==> src/include/iwd_pkg.sv <==
// Package with register map, field positions and counter constants of the watchdog.
`default_nettype none
package iwd_pkg;
   // Register word offsets on the plain register port.
   localparam logic [7:0]  CTL_OFFSET    = 8'h00;
   localparam logic [7:0]  STAT_OFFSET   = 8'h04;

   // Field positions inside the key and control register.
   localparam int          KEY_MSB       = 15;
   localparam int          KEY_LSB       = 12;
   localparam int          ENABLE_BIT    = 8;
   localparam int          CKSEL_BIT     = 6;
   localparam int          STDBY_FRZ_BIT = 5;
   localparam int          STOP_FRZ_BIT  = 4;
   localparam int          PSC_MSB       = 2;
   localparam int          PSC_LSB       = 0;

   // Field position of the sticky reset flag in the status register.
   localparam int          RSTFLAG_BIT   = 12;

   // Key pattern, which also reads back from the key field.
   localparam logic [3:0]  KEY_PATTERN   = 4'b1010;

   // Reset values of the control fields.
   localparam logic        ENABLE_RST    = 1'b0;
   localparam logic        CKSEL_RST     = 1'b0;
   localparam logic        FRZ_RST       = 1'b0;
   localparam logic [2:0]  PSC_RST       = 3'h0;

   // Counter start and terminal values.
   localparam logic [11:0] CNT_START     = 12'hFFF;
   localparam logic [11:0] CNT_END       = 12'h000;

   // Widths shared by the files.
   localparam int          CNT_W         = 12;
   localparam int          PSC_W         = 8;
   localparam int          ADDR_W        = 8;
   localparam int          DATA_W        = 32;
endpackage
`default_nettype wire

==> src/logic/iwd_clk_sel.sv <==
// Low-speed oscillator selection and rising edge detection for the watchdog.
`default_nettype none
module iwd_clk_sel (
   input  wire logic clk_sys,
   input  wire logic reset,
   input  wire logic internalOsc,
   input  wire logic externalOsc,
   input  wire logic stopMode,
   input  wire logic standbyMode,
   input  wire logic stopClockSelect,
   output logic      selectedOsc,
   output logic      oscEdge
);
   import iwd_pkg::*;

   logic oscPrev_q;
   logic useExternal;

   // Standby forces the internal source; stop mode obeys the select bit.
   assign useExternal = stopMode & ~standbyMode & stopClockSelect;
   assign selectedOsc = useExternal ? externalOsc : internalOsc;

   // Previous level of the selected source for edge detection.
   always_ff @(posedge clk_sys) begin
      if (reset) begin
         oscPrev_q <= 1'b0;
      end else begin
         oscPrev_q <= selectedOsc;
      end
   end

   // One bus-clock pulse per rising edge of the chosen oscillator.
   assign oscEdge = selectedOsc & ~oscPrev_q;
endmodule
`default_nettype wire

==> src/logic/iwd_prescaler.sv <==
// Power-of-two prescaler that turns oscillator edges into counter ticks.
`default_nettype none
module iwd_prescaler #(
   parameter int PSC_W = 8
) (
   input  wire logic       clk_sys,
   input  wire logic       reset,
   input  wire logic       clear,
   input  wire logic       run,
   input  wire logic       oscEdge,
   input  wire logic [2:0] prescalerSelect,
   output logic            tick
);
   import iwd_pkg::*;

   logic [PSC_W-1:0] div_q;
   logic [PSC_W-1:0] div_d;
   logic [PSC_W-1:0] terminal;
   logic             step;
   logic             atEnd;

   // Code n divides by two to the power n plus one.
   assign terminal = PSC_W'((9'd2 << prescalerSelect) - 9'd1);
   assign step     = run & oscEdge;
   assign atEnd    = (div_q == terminal);
   assign tick     = step & atEnd;
   assign div_d    = clear ? '0 : (step ? (atEnd ? '0 : div_q + 1'b1) : div_q);

   // Divider state.
   always_ff @(posedge clk_sys) begin
      if (reset) begin
         div_q <= '0;
      end else begin
         div_q <= div_d;
      end
   end
endmodule
`default_nettype wire

==> src/logic/iwd_top.sv <==
// Independent watchdog: register port, down-counter and reset generation.
//
// Behaviour
// - The key field in bits 15:12 is write-only and always reads back as 1010.
// - Control bit 8 disables the watchdog at 0 and enables counting and reset at 1.
// - In stop mode control bit 6 picks the internal (0) or external (1) low-speed oscillator.
// - In standby mode the internal low-speed oscillator is used whatever bit 6 holds.
// - Control bit 5 at 1 freezes the counter during standby, at 0 it keeps running.
// - Control bit 4 at 1 freezes the counter during stop mode outside standby, at 0 it keeps running.
// - Bits 2:0 select a prescaler of /2 for 000 doubling per code up to /256 for 111.
// - On start the counter runs down from 0xFFF and asserts the watchdog reset at 0x000.
// - Every key write of 1010 reloads the counter to its start value; one made before the count reads 0x000 holds the reset off.
`default_nettype none
module iwd_top #(
   parameter int ADDR_W = iwd_pkg::ADDR_W,
   parameter int DATA_W = iwd_pkg::DATA_W,
   parameter int PSC_W  = iwd_pkg::PSC_W
) (
   input  wire logic              clk_sys,
   input  wire logic              reset,
   input  wire logic [ADDR_W-1:0] regAddr,
   input  wire logic [DATA_W-1:0] regWrData,
   input  wire logic              regWrite,
   input  wire logic              regRead,
   output logic      [DATA_W-1:0] regRdData,
   input  wire logic              internalOsc,
   input  wire logic              externalOsc,
   input  wire logic              stopMode,
   input  wire logic              standbyMode,
   output logic                   watchdogReset
);
   import iwd_pkg::*;

   // Control fields.
   logic             enable_q;
   logic             cksel_q;
   logic             stdbyFrz_q;
   logic             stopFrz_q;
   logic [2:0]       psc_q;

   // Counter, reset flag and read data.
   logic [CNT_W-1:0] cnt_q;
   logic [CNT_W-1:0] cnt_d;
   logic             rstFlag_q;
   logic [DATA_W-1:0] rdData_d;

   // Decode and datapath wires.
   logic             hitCtl;
   logic             hitStat;
   logic             ctlWrite;
   logic             keyWrite;
   logic             startNow;
   logic             frozen;
   logic             runCount;
   logic             selectedOsc;
   logic             oscEdge;
   logic             tick;
   logic             atZero;
   logic             reload;
   logic             prescClear;
   logic [15:0]      ctlView;
   logic [15:0]      statView;

   // Address decode of the two registers.
   assign hitCtl   = (regAddr == ADDR_W'(CTL_OFFSET));
   assign hitStat  = (regAddr == ADDR_W'(STAT_OFFSET));
   assign ctlWrite = regWrite & hitCtl;

   // A write carrying the key pattern reloads the counter.
   assign keyWrite = ctlWrite & (regWrData[KEY_MSB:KEY_LSB] == KEY_PATTERN);

   // Enabling from the disabled state starts a fresh count.
   assign startNow = ctlWrite & regWrData[ENABLE_BIT] & ~enable_q;

   // Either reload source restarts the count and a fresh prescaler period.
   assign reload     = keyWrite | startNow;
   assign prescClear = reload | ~enable_q;

   // Freeze while the mode and its freeze bit are both set; the stop freeze only applies outside standby.
   assign frozen   = (standbyMode & stdbyFrz_q)
                   | (stopMode & ~standbyMode & stopFrz_q);

   // The prescaler only runs for an enabled, unfrozen watchdog.
   assign runCount = enable_q & ~frozen;
   assign atZero   = (cnt_q == CNT_END);

   // Oscillator choice and its edges.
   // Changing the source while the new oscillator is high may count one extra edge.
   iwd_clk_sel u_clk_sel (
      .clk_sys         (clk_sys),
      .reset           (reset),
      .internalOsc     (internalOsc),
      .externalOsc     (externalOsc),
      .stopMode        (stopMode),
      .standbyMode     (standbyMode),
      .stopClockSelect (cksel_q),
      .selectedOsc     (selectedOsc),
      .oscEdge         (oscEdge)
   );

   // Prescaler, cleared on every reload so a fresh period follows.
   iwd_prescaler #(
      .PSC_W (PSC_W)
   ) u_prescaler (
      .clk_sys         (clk_sys),
      .reset           (reset),
      .clear           (prescClear),
      .run             (runCount),
      .oscEdge         (oscEdge),
      .prescalerSelect (psc_q),
      .tick            (tick)
   );

   // Control register; every control write stores all rw fields.
   always_ff @(posedge clk_sys) begin
      if (reset) begin
         enable_q   <= ENABLE_RST;
         cksel_q    <= CKSEL_RST;
         stdbyFrz_q <= FRZ_RST;
         stopFrz_q  <= FRZ_RST;
         psc_q      <= PSC_RST;
      end else if (ctlWrite) begin
         enable_q   <= regWrData[ENABLE_BIT];
         cksel_q    <= regWrData[CKSEL_BIT];
         stdbyFrz_q <= regWrData[STDBY_FRZ_BIT];
         stopFrz_q  <= regWrData[STOP_FRZ_BIT];
         psc_q      <= regWrData[PSC_MSB:PSC_LSB];
      end
   end

   // Next counter value: hold at start while off, reload, or step down.
   // A count that reached zero stays there until a reload or a disable, so the request is never missed.
   always_comb begin
      cnt_d = cnt_q;
      if (~enable_q) begin
         cnt_d = CNT_START;
      end else if (reload) begin
         cnt_d = CNT_START;
      end else if (tick & ~atZero) begin
         cnt_d = cnt_q - 1'b1;
      end
   end

   // Counter state.
   always_ff @(posedge clk_sys) begin
      if (reset) begin
         cnt_q <= CNT_START;
      end else begin
         cnt_q <= cnt_d;
      end
   end

   // Sticky reset request, held until the system reset clears it.
   // A key write at zero cannot withdraw a request that has already been raised.
   always_ff @(posedge clk_sys) begin
      if (reset) begin
         rstFlag_q <= 1'b0;
      end else if (enable_q & atZero) begin
         rstFlag_q <= 1'b1;
      end
   end

   assign watchdogReset = rstFlag_q;

   // Read views; the key field always shows the pattern.
   assign ctlView  = {KEY_PATTERN, 3'b000, enable_q, 1'b0, cksel_q,
                      stdbyFrz_q, stopFrz_q, 1'b0, psc_q};
   assign statView = {3'b000, rstFlag_q, cnt_q};
   assign rdData_d = ~regRead ? '0
                   : hitCtl  ? DATA_W'(ctlView)
                   : hitStat ? DATA_W'(statView)
                   : '0;

   // Read data stand for one cycle after the read strobe.
   always_ff @(posedge clk_sys) begin
      if (reset) begin
         regRdData <= '0;
      end else begin
         regRdData <= rdData_d;
      end
   end

   // Checks on the watchdog behaviour.

   a_key_readback: assert property (@(posedge clk_sys) disable iff (reset)
      regRead & hitCtl |=> regRdData[KEY_MSB:KEY_LSB] == KEY_PATTERN)
      else $error("Key field did not read back as the pattern.");

   a_off_holds_start: assert property (@(posedge clk_sys) disable iff (reset)
      ~enable_q |=> cnt_q == CNT_START && !watchdogReset || $past(rstFlag_q))
      else $error("Disabled watchdog did not hold the start value.");

   a_key_reload: assert property (@(posedge clk_sys) disable iff (reset)
      keyWrite |=> cnt_q == CNT_START)
      else $error("Key write did not reload the counter.");

   a_tick_step: assert property (@(posedge clk_sys) disable iff (reset)
      enable_q & tick & ~atZero & ~keyWrite & ~startNow
      |=> cnt_q == $past(cnt_q) - 12'h001)
      else $error("Counter did not drop by one on a tick.");

   a_no_tick_hold: assert property (@(posedge clk_sys) disable iff (reset)
      enable_q & ~tick & ~ctlWrite |=> $stable(cnt_q))
      else $error("Counter moved without a tick.");

   a_frozen_stop: assert property (@(posedge clk_sys) disable iff (reset)
      enable_q & stopMode & ~standbyMode & stopFrz_q & ~ctlWrite [*2] |-> $stable(cnt_q))
      else $error("Counter moved while frozen in stop mode.");

   a_frozen_stdby: assert property (@(posedge clk_sys) disable iff (reset)
      enable_q & standbyMode & stdbyFrz_q & ~ctlWrite [*2] |-> $stable(cnt_q))
      else $error("Counter moved while frozen in standby.");

   a_stdby_source: assert property (@(posedge clk_sys) disable iff (reset)
      standbyMode |-> selectedOsc == internalOsc)
      else $error("Standby did not use the internal oscillator.");

   a_stop_source: assert property (@(posedge clk_sys) disable iff (reset)
      stopMode & ~standbyMode & cksel_q |-> selectedOsc == externalOsc)
      else $error("Stop mode ignored the clock select bit.");

   a_zero_resets: assert property (@(posedge clk_sys) disable iff (reset)
      enable_q & atZero |=> watchdogReset ##1 watchdogReset)
      else $error("Reaching zero did not raise the reset.");

   a_no_early_reset: assert property (@(posedge clk_sys) disable iff (reset)
      $rose(watchdogReset) |-> $past(enable_q) && $past(cnt_q) == CNT_END)
      else $error("Reset raised before the counter reached zero.");

   a_psc_spacing: assert property (@(posedge clk_sys) disable iff (reset)
      tick & psc_q == 3'h1 & ~ctlWrite |-> ##1 ~tick [*3])
      else $error("Prescaler of four ticked too soon.");

   // Checks on register storage and the counter path.

   a_rddata_idle: assert property (@(posedge clk_sys) disable iff (reset)
      ~regRead |=> regRdData == '0)
      else $error("Read data did not return to zero.");

   a_stat_count: assert property (@(posedge clk_sys) disable iff (reset)
      regRead & hitStat |=> regRdData[CNT_W-1:0] == $past(cnt_q))
      else $error("Status read did not show the counter.");

   a_enable_set: assert property (@(posedge clk_sys) disable iff (reset)
      ctlWrite & regWrData[ENABLE_BIT] |=> enable_q)
      else $error("Enable bit was not stored.");

   a_enable_clear: assert property (@(posedge clk_sys) disable iff (reset)
      ctlWrite & ~regWrData[ENABLE_BIT] |=> ~enable_q)
      else $error("Enable bit was not cleared.");

   a_cksel_store: assert property (@(posedge clk_sys) disable iff (reset)
      ctlWrite & regWrData[CKSEL_BIT] |=> cksel_q)
      else $error("Clock select bit was not stored.");

   a_stop_frz_store: assert property (@(posedge clk_sys) disable iff (reset)
      ctlWrite & regWrData[STOP_FRZ_BIT] |=> stopFrz_q)
      else $error("Stop freeze bit was not stored.");

   a_stdby_frz_store: assert property (@(posedge clk_sys) disable iff (reset)
      ctlWrite & regWrData[STDBY_FRZ_BIT] |=> stdbyFrz_q)
      else $error("Standby freeze bit was not stored.");

   a_start_reload: assert property (@(posedge clk_sys) disable iff (reset)
      startNow |=> cnt_q == CNT_START)
      else $error("Starting did not load the start value.");

   a_reset_sticky: assert property (@(posedge clk_sys) disable iff (reset)
      watchdogReset |=> watchdogReset)
      else $error("Watchdog reset fell without a system reset.");

   a_off_no_tick: assert property (@(posedge clk_sys) disable iff (reset)
      ~enable_q |-> ~tick)
      else $error("Disabled watchdog produced a tick.");

   a_frozen_no_tick: assert property (@(posedge clk_sys) disable iff (reset)
      frozen |-> ~tick)
      else $error("Frozen watchdog produced a tick.");

   a_zero_holds: assert property (@(posedge clk_sys) disable iff (reset)
      enable_q & atZero & ~ctlWrite |=> atZero)
      else $error("Counter left zero without a reload.");

   // Coverage of the main scenarios.
   c_key_write: cover property (@(posedge clk_sys) disable iff (reset)
      enable_q ##1 keyWrite);

   c_timeout: cover property (@(posedge clk_sys) disable iff (reset)
      $rose(watchdogReset));

   c_stop_freeze: cover property (@(posedge clk_sys) disable iff (reset)
      enable_q & stopMode & stopFrz_q & oscEdge);

   c_stdby_run: cover property (@(posedge clk_sys) disable iff (reset)
      enable_q & standbyMode & ~stdbyFrz_q & tick);

   c_both_modes: cover property (@(posedge clk_sys) disable iff (reset)
      enable_q & standbyMode & stopMode & tick);
endmodule
`default_nettype wire

==> config.mk <==
export PLATFORM = sky130hd
export DESIGN_NAME = iwd_top
export DESIGN_NICKNAME = d
export VERILOG_FILES = /design/src/include/iwd_pkg.sv /design/src/logic/iwd_clk_sel.sv /design/src/logic/iwd_prescaler.sv /design/src/logic/iwd_top.sv
export SDC_FILE = /design/constraint.sdc
export NUM_CORES = 1
export LEC_CHECK = 0
export BUFFER_PORTS_ARGS = -buffer_cell sky130_fd_sc_hd__buf_2
export CAP_MARGIN = 5
export CORE_UTILIZATION = 30
export CTS_CLUSTER_SIZE = 24
export DETAILED_ROUTE_END_ITERATION = 10
export PLACE_DENSITY = 0.63
export SYNTH_ARGS = -nofsm -noshare
export SYNTH_HDL_FRONTEND = slang
export SYNTH_HIERARCHICAL = 1
export SYNTH_SLANG_ARGS = --single-unit
==> constraint.sdc <==
create_clock -name clk_sys -period 4.47 [get_ports clk_sys]
set_clock_uncertainty 0.15 [all_clocks]
set_input_delay 0 -clock clk_sys [delete_from_list [all_inputs] [get_ports clk_sys]]
set_output_delay 0 -clock clk_sys [all_outputs]
set_load 0.02 [all_outputs]
# Yosys cells after proc, flatten, opt, wreduce, memory -nomap -nowiden
# Index checks and enable logic that the tools add are counted.
[op_classes] add_sub_neg=3 n_eq_ne=3 shifts=1 n_mux=4 bitwise_logic=24 n_reduce_logical=7
[ops] op="$mux 16" count=1
[ops] op="$and 1x1->1" count=14
[ops] op="$mux 13" count=1
[ops] op="$logic_not 12->1" count=1
[ops] op="$sub 12x1->12 const B" count=1
[ops] op="$add 8x1->8 const B" count=1
[ops] op="$eq 8x3->1 const B" count=1
[ops] op="$eq 8x8->1" count=1
[ops] op="$logic_not 8->1" count=1
[ops] op="$mux 8" count=1
[ops] op="$shl 2x3->8 const A" count=1
[ops] op="$sub 8x1->8 const B" count=1
[ops] op="$not 1->1" count=7
[ops] op="$reduce_or 3->1" count=2
[ops] op="$eq 4x4->1 const B" count=1
[ops] op="$reduce_or 2->1" count=2
[ops] op="$reduce_or 4->1" count=1
[ops] op="$or 1x1->1" count=3
[ops] op="$mux 1" count=1
[totals] ff_bits=61 input_bits=48 wordCells=54

# Depth between registers and ports, before layout
# Gate-level depths: netlist of run 1.
[logic_depth] depth_word=9 mapped_depth=12

# Modules after synthesis
# The synthesis of run 1 kept the hierarchy.
[by_module_without_submodules] mod="iwd_top" instances=1 cells_per_inst=160 area_per_inst_um2=1521.5 seq_area_each_um2=680.7
[by_module_without_submodules] mod="iwd_prescaler" instances=1 cells_per_inst=67 area_per_inst_um2=630.6 seq_area_each_um2=160.2
[by_module_without_submodules] mod="iwd_clk_sel" instances=1 cells_per_inst=9 area_per_inst_um2=90.1 seq_area_each_um2=20.0

# Worst setup path after synthesis of run 1
# OpenSTA, ideal clock, no wires.
[synth_path] kind="reg2reg" startpoint="register psc_q[2]" endpoint="register cnt_q[5]" setup_ns=0.062 arrival_time_ns=3.471 required_ns=4.258 path_slack_ns=0.786 path_stages_with_launch=12 period_less_slack_ns=3.684 path_cell_list="dfxtp_1 > buf_2 > or3_2 > ha_1 > and4_1 > or4_1 > a22oi_2 > and2_1 > nor3b_1 > nand2_1 > or4_2 > nand3_1"
[synth_via] elab_chain_cells=5
[synth_lines] item="from (decl)" line_no="iwd_top.sv:39" text="logic [2:0] psc_q;"
[synth_lines] item="from (signal assigned)" line_no="iwd_top.sv:127" text="psc_q <= regWrData[PSC_MSB:PSC_LSB];"
[synth_lines] item="$shl 2x3->8" line_no="iwd_prescaler.sv:23" text="assign terminal = PSC_W'((9'd2 << prescalerSelect) - 9'd1);"
[synth_lines] item="$sub 8x1->8" line_no="iwd_prescaler.sv:23"
[synth_lines] item="$eq 8x8->1" line_no="iwd_prescaler.sv:25" text="assign atEnd = (div_q == terminal);"
[synth_lines] item="$and 1x1->1" line_no="iwd_prescaler.sv:26" text="assign tick = step & atEnd;"
[synth_lines] item="named net tick" line_no="iwd_top.sv:57" text="logic tick;"
[synth_lines] item="$and 1x1->1" line_no="iwd_top.sv:139" text="end else if (tick & ~atZero) begin"
[synth_lines] item="to (signal assigned)" line_no="iwd_top.sv:149" text="cnt_q <= cnt_d;"
[synth_lines] item="to (decl)" line_no="iwd_top.sv:42" text="logic [CNT_W-1:0] cnt_q;"
# The timed path passes the listed nets, and every way through them passes these cells.
# A chain may end at the register's enable or synchronous reset.

# Worst setup path in the final report of run 1
[layout_path] startpoint="register psc_q[0]" endpoint="register cnt_q[5]"
# The elaborated chain is that of the path after synthesis.

==> flow_metrics.tcl, run 1 <==
set metrics [dict create \
    power_leakage_uw 0.00122 \
    period_share 0.906 \
    die_width_um 88.2 \
    first_global_vias 1683 \
    clock_sinks 43 \
    wirelength_um 4920 \
    overflow 0 \
    rr_worst_depth 10 \
    whs_ps 99.8 \
    post-route-util 0.378 \
    antenna_cells 0 \
    cts_inserted_buffers 5 \
    clock_latency_ps 290 \
    status "completed" \
    synth_area_um2 2230 \
    synthCells 235 \
    rows 31 \
    drcViolationCount 0 \
    vias_per_cell 4.68 \
    worstPathArrival_ps 4130 \
    htree_levels 2 \
    rsz0062_at_grt "false" \
    slew_headroom 0.211 \
    worstSetupStartpointType "flip-flop" \
    required_ps 4560 \
    antenna_left 0 \
    critPathCaptureType "flip-flop" \
    hpwl_um 3420 \
    antenna_found_initial 0 \
    drt_iter0_markers 99 \
    yosysWarnings 6 \
    path_class "flip-flop to flip-flop" \
    start_util 0.309 \
    cellPowerDensity_nw_per_um2 247 \
    clkSlewWorstSetupHoldPaths_ps 80 \
    io_pins 81 \
    worstPathMaxFanout 10 \
    fin_crit_ps 4050 \
    die_area_um2 7770 \
    core_area_um2 7210 \
    final-hold-violation-count 0 \
    clockRootBuffer "clkbuf_8" \
    dp.cells 369 \
    tns_ps 0 \
    max_freq_ghz 0.247 \
    clockBufferDepth 2 \
    grt.total_usage 0.128 \
    syn_area_per_cell_um2 9.48 \
    slew_violations 0 \
    drive_gt1_frac 0.215 \
    fillCellCount 736 \
    areaGrowthSynthToFinish_pct 22.3 \
    ir_worst_vdd_mv 0.113 \
    hp-class "primary input to flip-flop" \
    cts_tree "done" \
    cap_violations 0 \
    port_buffers 42 \
    gp_congestion 0.806 \
    setup_viol 0 \
    hold_depth 4 \
    wl_per_cell_um 12.4 \
    dr.pass1.iters 4 \
    final_nets 348 \
    grt_first_pass_wirelength_um 7750 \
    tightest_slew_ps 1180 \
    die_h_um 88.2 \
    fin_cells 396 \
    grt_max_degree 22 \
    vias 1853 \
]
-- worst max-delay path: stages, from the launching register on --
cell and delay (ps):
dfxtp_1 420, or3_2 460, ha_1 290, and4_1 250, or4_1 520, a22oi_2 390
and2_1 320, nor3b_1 370, nand2_1 170, or4_2 550, nand3_1 90
-- repair_timing --
item                      4_1_cts  5_1_grt
buffers inserted                0        0
hold buffers                   19        0
gates resized for setup         0        0
hold endpoints to repair       10        0
-- per-stage QoR --
stage | cell area [um2] | setup WS (ps) | total power (uW)
4_1_cts | 2720 | 457 | 677
5_1_grt | 2720 | 198 | 698
3_3_place_gp | 2450 | 513 | 426
6_report | 2720 | 420 | 672
2_1_floorplan | 2290 | 786 | 423
3_5_place_dp | 2450 | 478 | 427
-- cells in the final DEF (no fill, tap or decap), types with 6 or more instances in the layout --
| cell type | count |
|---|---|
| dlygate4sd3_1 | 19 |
| conb_1 | 17 |
| nand3_1 | 12 |
| dfxtp_1 | 43 |
| nor2_1 | 12 |
| mux2i_1 | 11 |
| and2_1 | 8 |
| xnor2_1 | 9 |
| xor2_1 | 6 |
| a22o_1 | 6 |
| a2111oi_0 | 7 |
| nor3_1 | 6 |
| nand2_1 | 23 |
| buf_2 | 42 |
-- worst paths after layout --
path,start,to,slack [ps]
worst max-delay path,psc_q[0]$_SDFFE_PP0P_,cnt_q[5]$_SDFFE_PP1P_,420
worst max register to register,psc_q[0]$_SDFFE_PP0P_,cnt_q[5]$_SDFFE_PP1P_,420
worst min register to register,cnt_q[11]$_SDFFE_PP1P_,regRdData[11]$_SDFF_PP0_,350
worst min-delay path,regRead,regRdData[12]$_SDFF_PP0_,100
-- cell type report --
cell class                      instances  area [um2]  share of cell area
Tap cell                               99         124              0.0455
Clock inverter                          2        12.5             0.00459
Timing Repair Buffer                   63         415               0.153
Inverter                                5        18.8             0.00689
Clock buffer                            6        72.6              0.0266
Sequential cell                        43         861               0.316
Multi-Input combinational cell        178        1220               0.448
-- report_power, final --
part | internal, uW | total, uW | switching (uW)
combinational | 17.7 | 41.8 | 24.1
sequential | 383 | 384 | 0.244
clock | 109 | 247 | 138
-- state kept, by name, indices dropped and copies added (netlist names) --
name and count:
stopFrz_q 1, psc_q 3, cnt_q 12, regRdData 14, u_clk_sel/oscPrev_q 1, watchdogReset 1
stdbyFrz_q 1, enable_q 1, u_prescaler/div_q 8, cksel_q 1
-- per-layer routing --
layer	part of all wire	vias up	track usage	routed length, um
li1	-	942	-	-
met1	0.49	845	0.162	2400
met2	0.46	61	0.217	2240
met3	0.042	5	0.0189	209
met4	0.014	0	0.0484	70
met5	0	-	0	0
Power figures use the tool's default switching activity.
==> run 2, diff against run 1 <==
--- a/config.mk
+++ b/config.mk
@@ -5,7 +5,7 @@
 export SDC_FILE = /design/constraint.sdc
 export NUM_CORES = 1
 export LEC_CHECK = 0
-export BUFFER_PORTS_ARGS = -buffer_cell sky130_fd_sc_hd__buf_2
+export BUFFER_PORTS_ARGS = -buffer_cell sky130_fd_sc_hd__buf_4
 export CAP_MARGIN = 5
 export CORE_UTILIZATION = 30
 export CTS_CLUSTER_SIZE = 24
@@ -15,3 +15,4 @@
 export SYNTH_HDL_FRONTEND = slang
 export SYNTH_HIERARCHICAL = 1
 export SYNTH_SLANG_ARGS = --single-unit
+export TNS_END_PERCENT = 1
==> flow_metrics.tcl, run 2 (synthesized netlist as in run 1, its figures left out) <==
set metrics [dict create \
    status "completed" \
    critPathCaptureType "flip-flop" \
    max_freq_ghz 0.241 \
    rsz0062_at_grt "false" \
    tightest_slew_ps 1160 \
    top_register "regRdData" \
    reg2reg_to "cnt_q[5]$_SDFFE_PP1P_" \
    start_util 0.309 \
    worstSetupStartpointType "flip-flop" \
    post-route-util 0.391 \
    overflow 0 \
    setup_viol 0 \
    worstPathArrival_ps 4250 \
    vias 1896 \
    dr.pass1.iters 4 \
    core_area_um2 7210 \
    die_area_um2 7770 \
    top_regs "regRdData: 14 flops, cnt_q: 12 flops, u_prescaler/div_q: 8 flops" \
    met1_length_um 2400 \
    ir_worst_vdd_mv 0.112 \
    crit_slowest_cell "or4_2" \
    clockRootBuffer "clkbuf_8" \
    drive_gt1_frac 0.214 \
    vias_per_cell 4.81 \
    wirelength_um 4980 \
    htree_levels 2 \
    antenna_found_initial 0 \
    antenna_cells 0 \
    r2r_start "psc_q[2]$_SDFFE_PP0P_" \
    wl_per_cell_um 12.6 \
    io_pins 81 \
    grt_max_degree 22 \
    largest_reg_flops 14 \
    cp.depth 10 \
    power_leakage_uw 0.00123 \
    cts_inserted_buffers 5 \
    grt.total_usage 0.137 \
    tns_ps 0 \
    port_buffers 42 \
    dp_slack_ps 375 \
    final-hold-violation-count 0 \
    drcViolationCount 0 \
    final_cell_mix "dfxtp_1, buf_4, nand2_1" \
    route.met2.wl_um 2220 \
    die_width_um 88.2 \
    hold_depth 4 \
    setup_ws_ps 319 \
    die_h_um 88.2 \
    worstPathMaxFanout 14 \
    hpwl_um 3460 \
    clkSlewWorstSetupHoldPaths_ps 90 \
    rr_worst_depth 10 \
    cp_top_family "simple AND/OR/NAND/NOR gates" \
    top_layer "met4" \
    cts_resized 0 \
    areaGrowthSynthToFinish_pct 26.5 \
    final_nets 346 \
    cap_violations 0 \
    crit_end "cnt_q[5]$_SDFFE_PP1P_" \
    clock_latency_ps 300 \
    crit_buf_inv 0 \
    layout_commonest_cell "dfxtp_1" \
    period_share 0.929 \
    fin_crit_ps 4150 \
    regToRegSetupSlack_ps 320 \
    clockBufferDepth 2 \
    antenna_left 0 \
    required_ps 4560 \
    clock_sinks 43 \
    slew_violations 0 \
    crit_path_max_incr_delay_ps 550 \
    cts_tree "done" \
    fillCellCount 733 \
    route.met3.wl_um 283 \
    rows 31 \
    critical_path.startpoint "psc_q[2]$_SDFFE_PP0P_" \
    drt_iter0_markers 70 \
    grt_first_pass_wirelength_um 8250 \
    cellPowerDensity_nw_per_um2 242 \
    hp-class "primary input to flip-flop" \
    first_global_vias 1764 \
    gp_congestion 0.807 \
    path_class "flip-flop to flip-flop" \
    crit_chain "or3_2 > ha_1 > and4_1 > or4_1 > a22oi_2 > and2_1 > nor3b_1 > nand2_1 > or4_2 > nand3_1" \
    slew_headroom 0.222 \
]
==> run 2: cell count changes in the layout (fill, tap and decap cells not counted) <==
cell | previous run | this run
clkinvlp_4 | 1 | 2
clkbuf_1 | 1 | 0
buf_2 | 42 | 0
buf_4 | 2 | 42
==> run 2: worst min path at each step <==
stage	to	slack (ps)	start
4_1_cts	regRdData[12]$_SDFF_PP0_	100	regRead
5_1_grt	regRdData[11]$_SDFF_PP0_	130	regRead
2_1_floorplan	u_prescaler/div_q[0]$_SDFFE_PP0P_	-70	reset
3_3_place_gp	enable_q$_SDFFE_PP0P_	80	regWrData[8]
3_5_place_dp	psc_q[2]$_SDFFE_PP0P_	90	regWrData[2]
6_report	regRdData[12]$_SDFF_PP0_	100	regRead
==> run 2: area by class of cell <==
cell class	instances	area, um2	share of cell area
sequential	43	861	0.306
multi-input combinational	178	1220	0.433
clock buffer	5	68.8	0.0244
clock inverter	3	20.0	0.00710
timing repair buffer	61	505	0.179
inverter	5	18.8	0.00666
tap	99	124	0.0440
==> run 2: timing repair <==
action,in CTS,in global routing
setup endpoints to repair,0,0
buffers inserted,0,0
hold endpoints to repair,18,0
hold buffers,19,0
==> run 2: where the power goes <==
group,switching (uW),leakage (uW),total [uW],internal (uW)
combinational,24.1,0.000844,48.1,24.1
sequential,0.373,0.000347,384,383
clock,140,0.0000402,249,109
total,164,0.00123,681,516
==> run 2: through the flow <==
step / area [um2] / instances / hold WS [ps] / power [uW]
2_1_floorplan: 2290 / 251 / -73.2 / 423
3_3_place_gp: 2540 / 367 / 81.0 / 433
3_5_place_dp: 2540 / 367 / 92.1 / 433
4_1_cts: 2820 / 394 / 99.7 / 688
5_1_grt: 2820 / 394 / 134 / 707
6_report: 2820 / 394 / 100 / 681
==> run 2: layer usage <==
metal,track usage,vias to the layer above
li1,-,936
met1,0.169,883
met2,0.233,71
met3,0.0273,6
met4,0.0572,0
met5,0,-
==> run 2: worst reg2reg max path: cells and delay by family (launching register included) <==
| family | cells | cell delay, ps |
|---|---|---|
| and+or+nand+nor | 8 | 2850 |
| adders and majority gates | 1 | 290 |
| AOI/OAI and AO/OA | 1 | 350 |
| DFF | 1 | 460 |
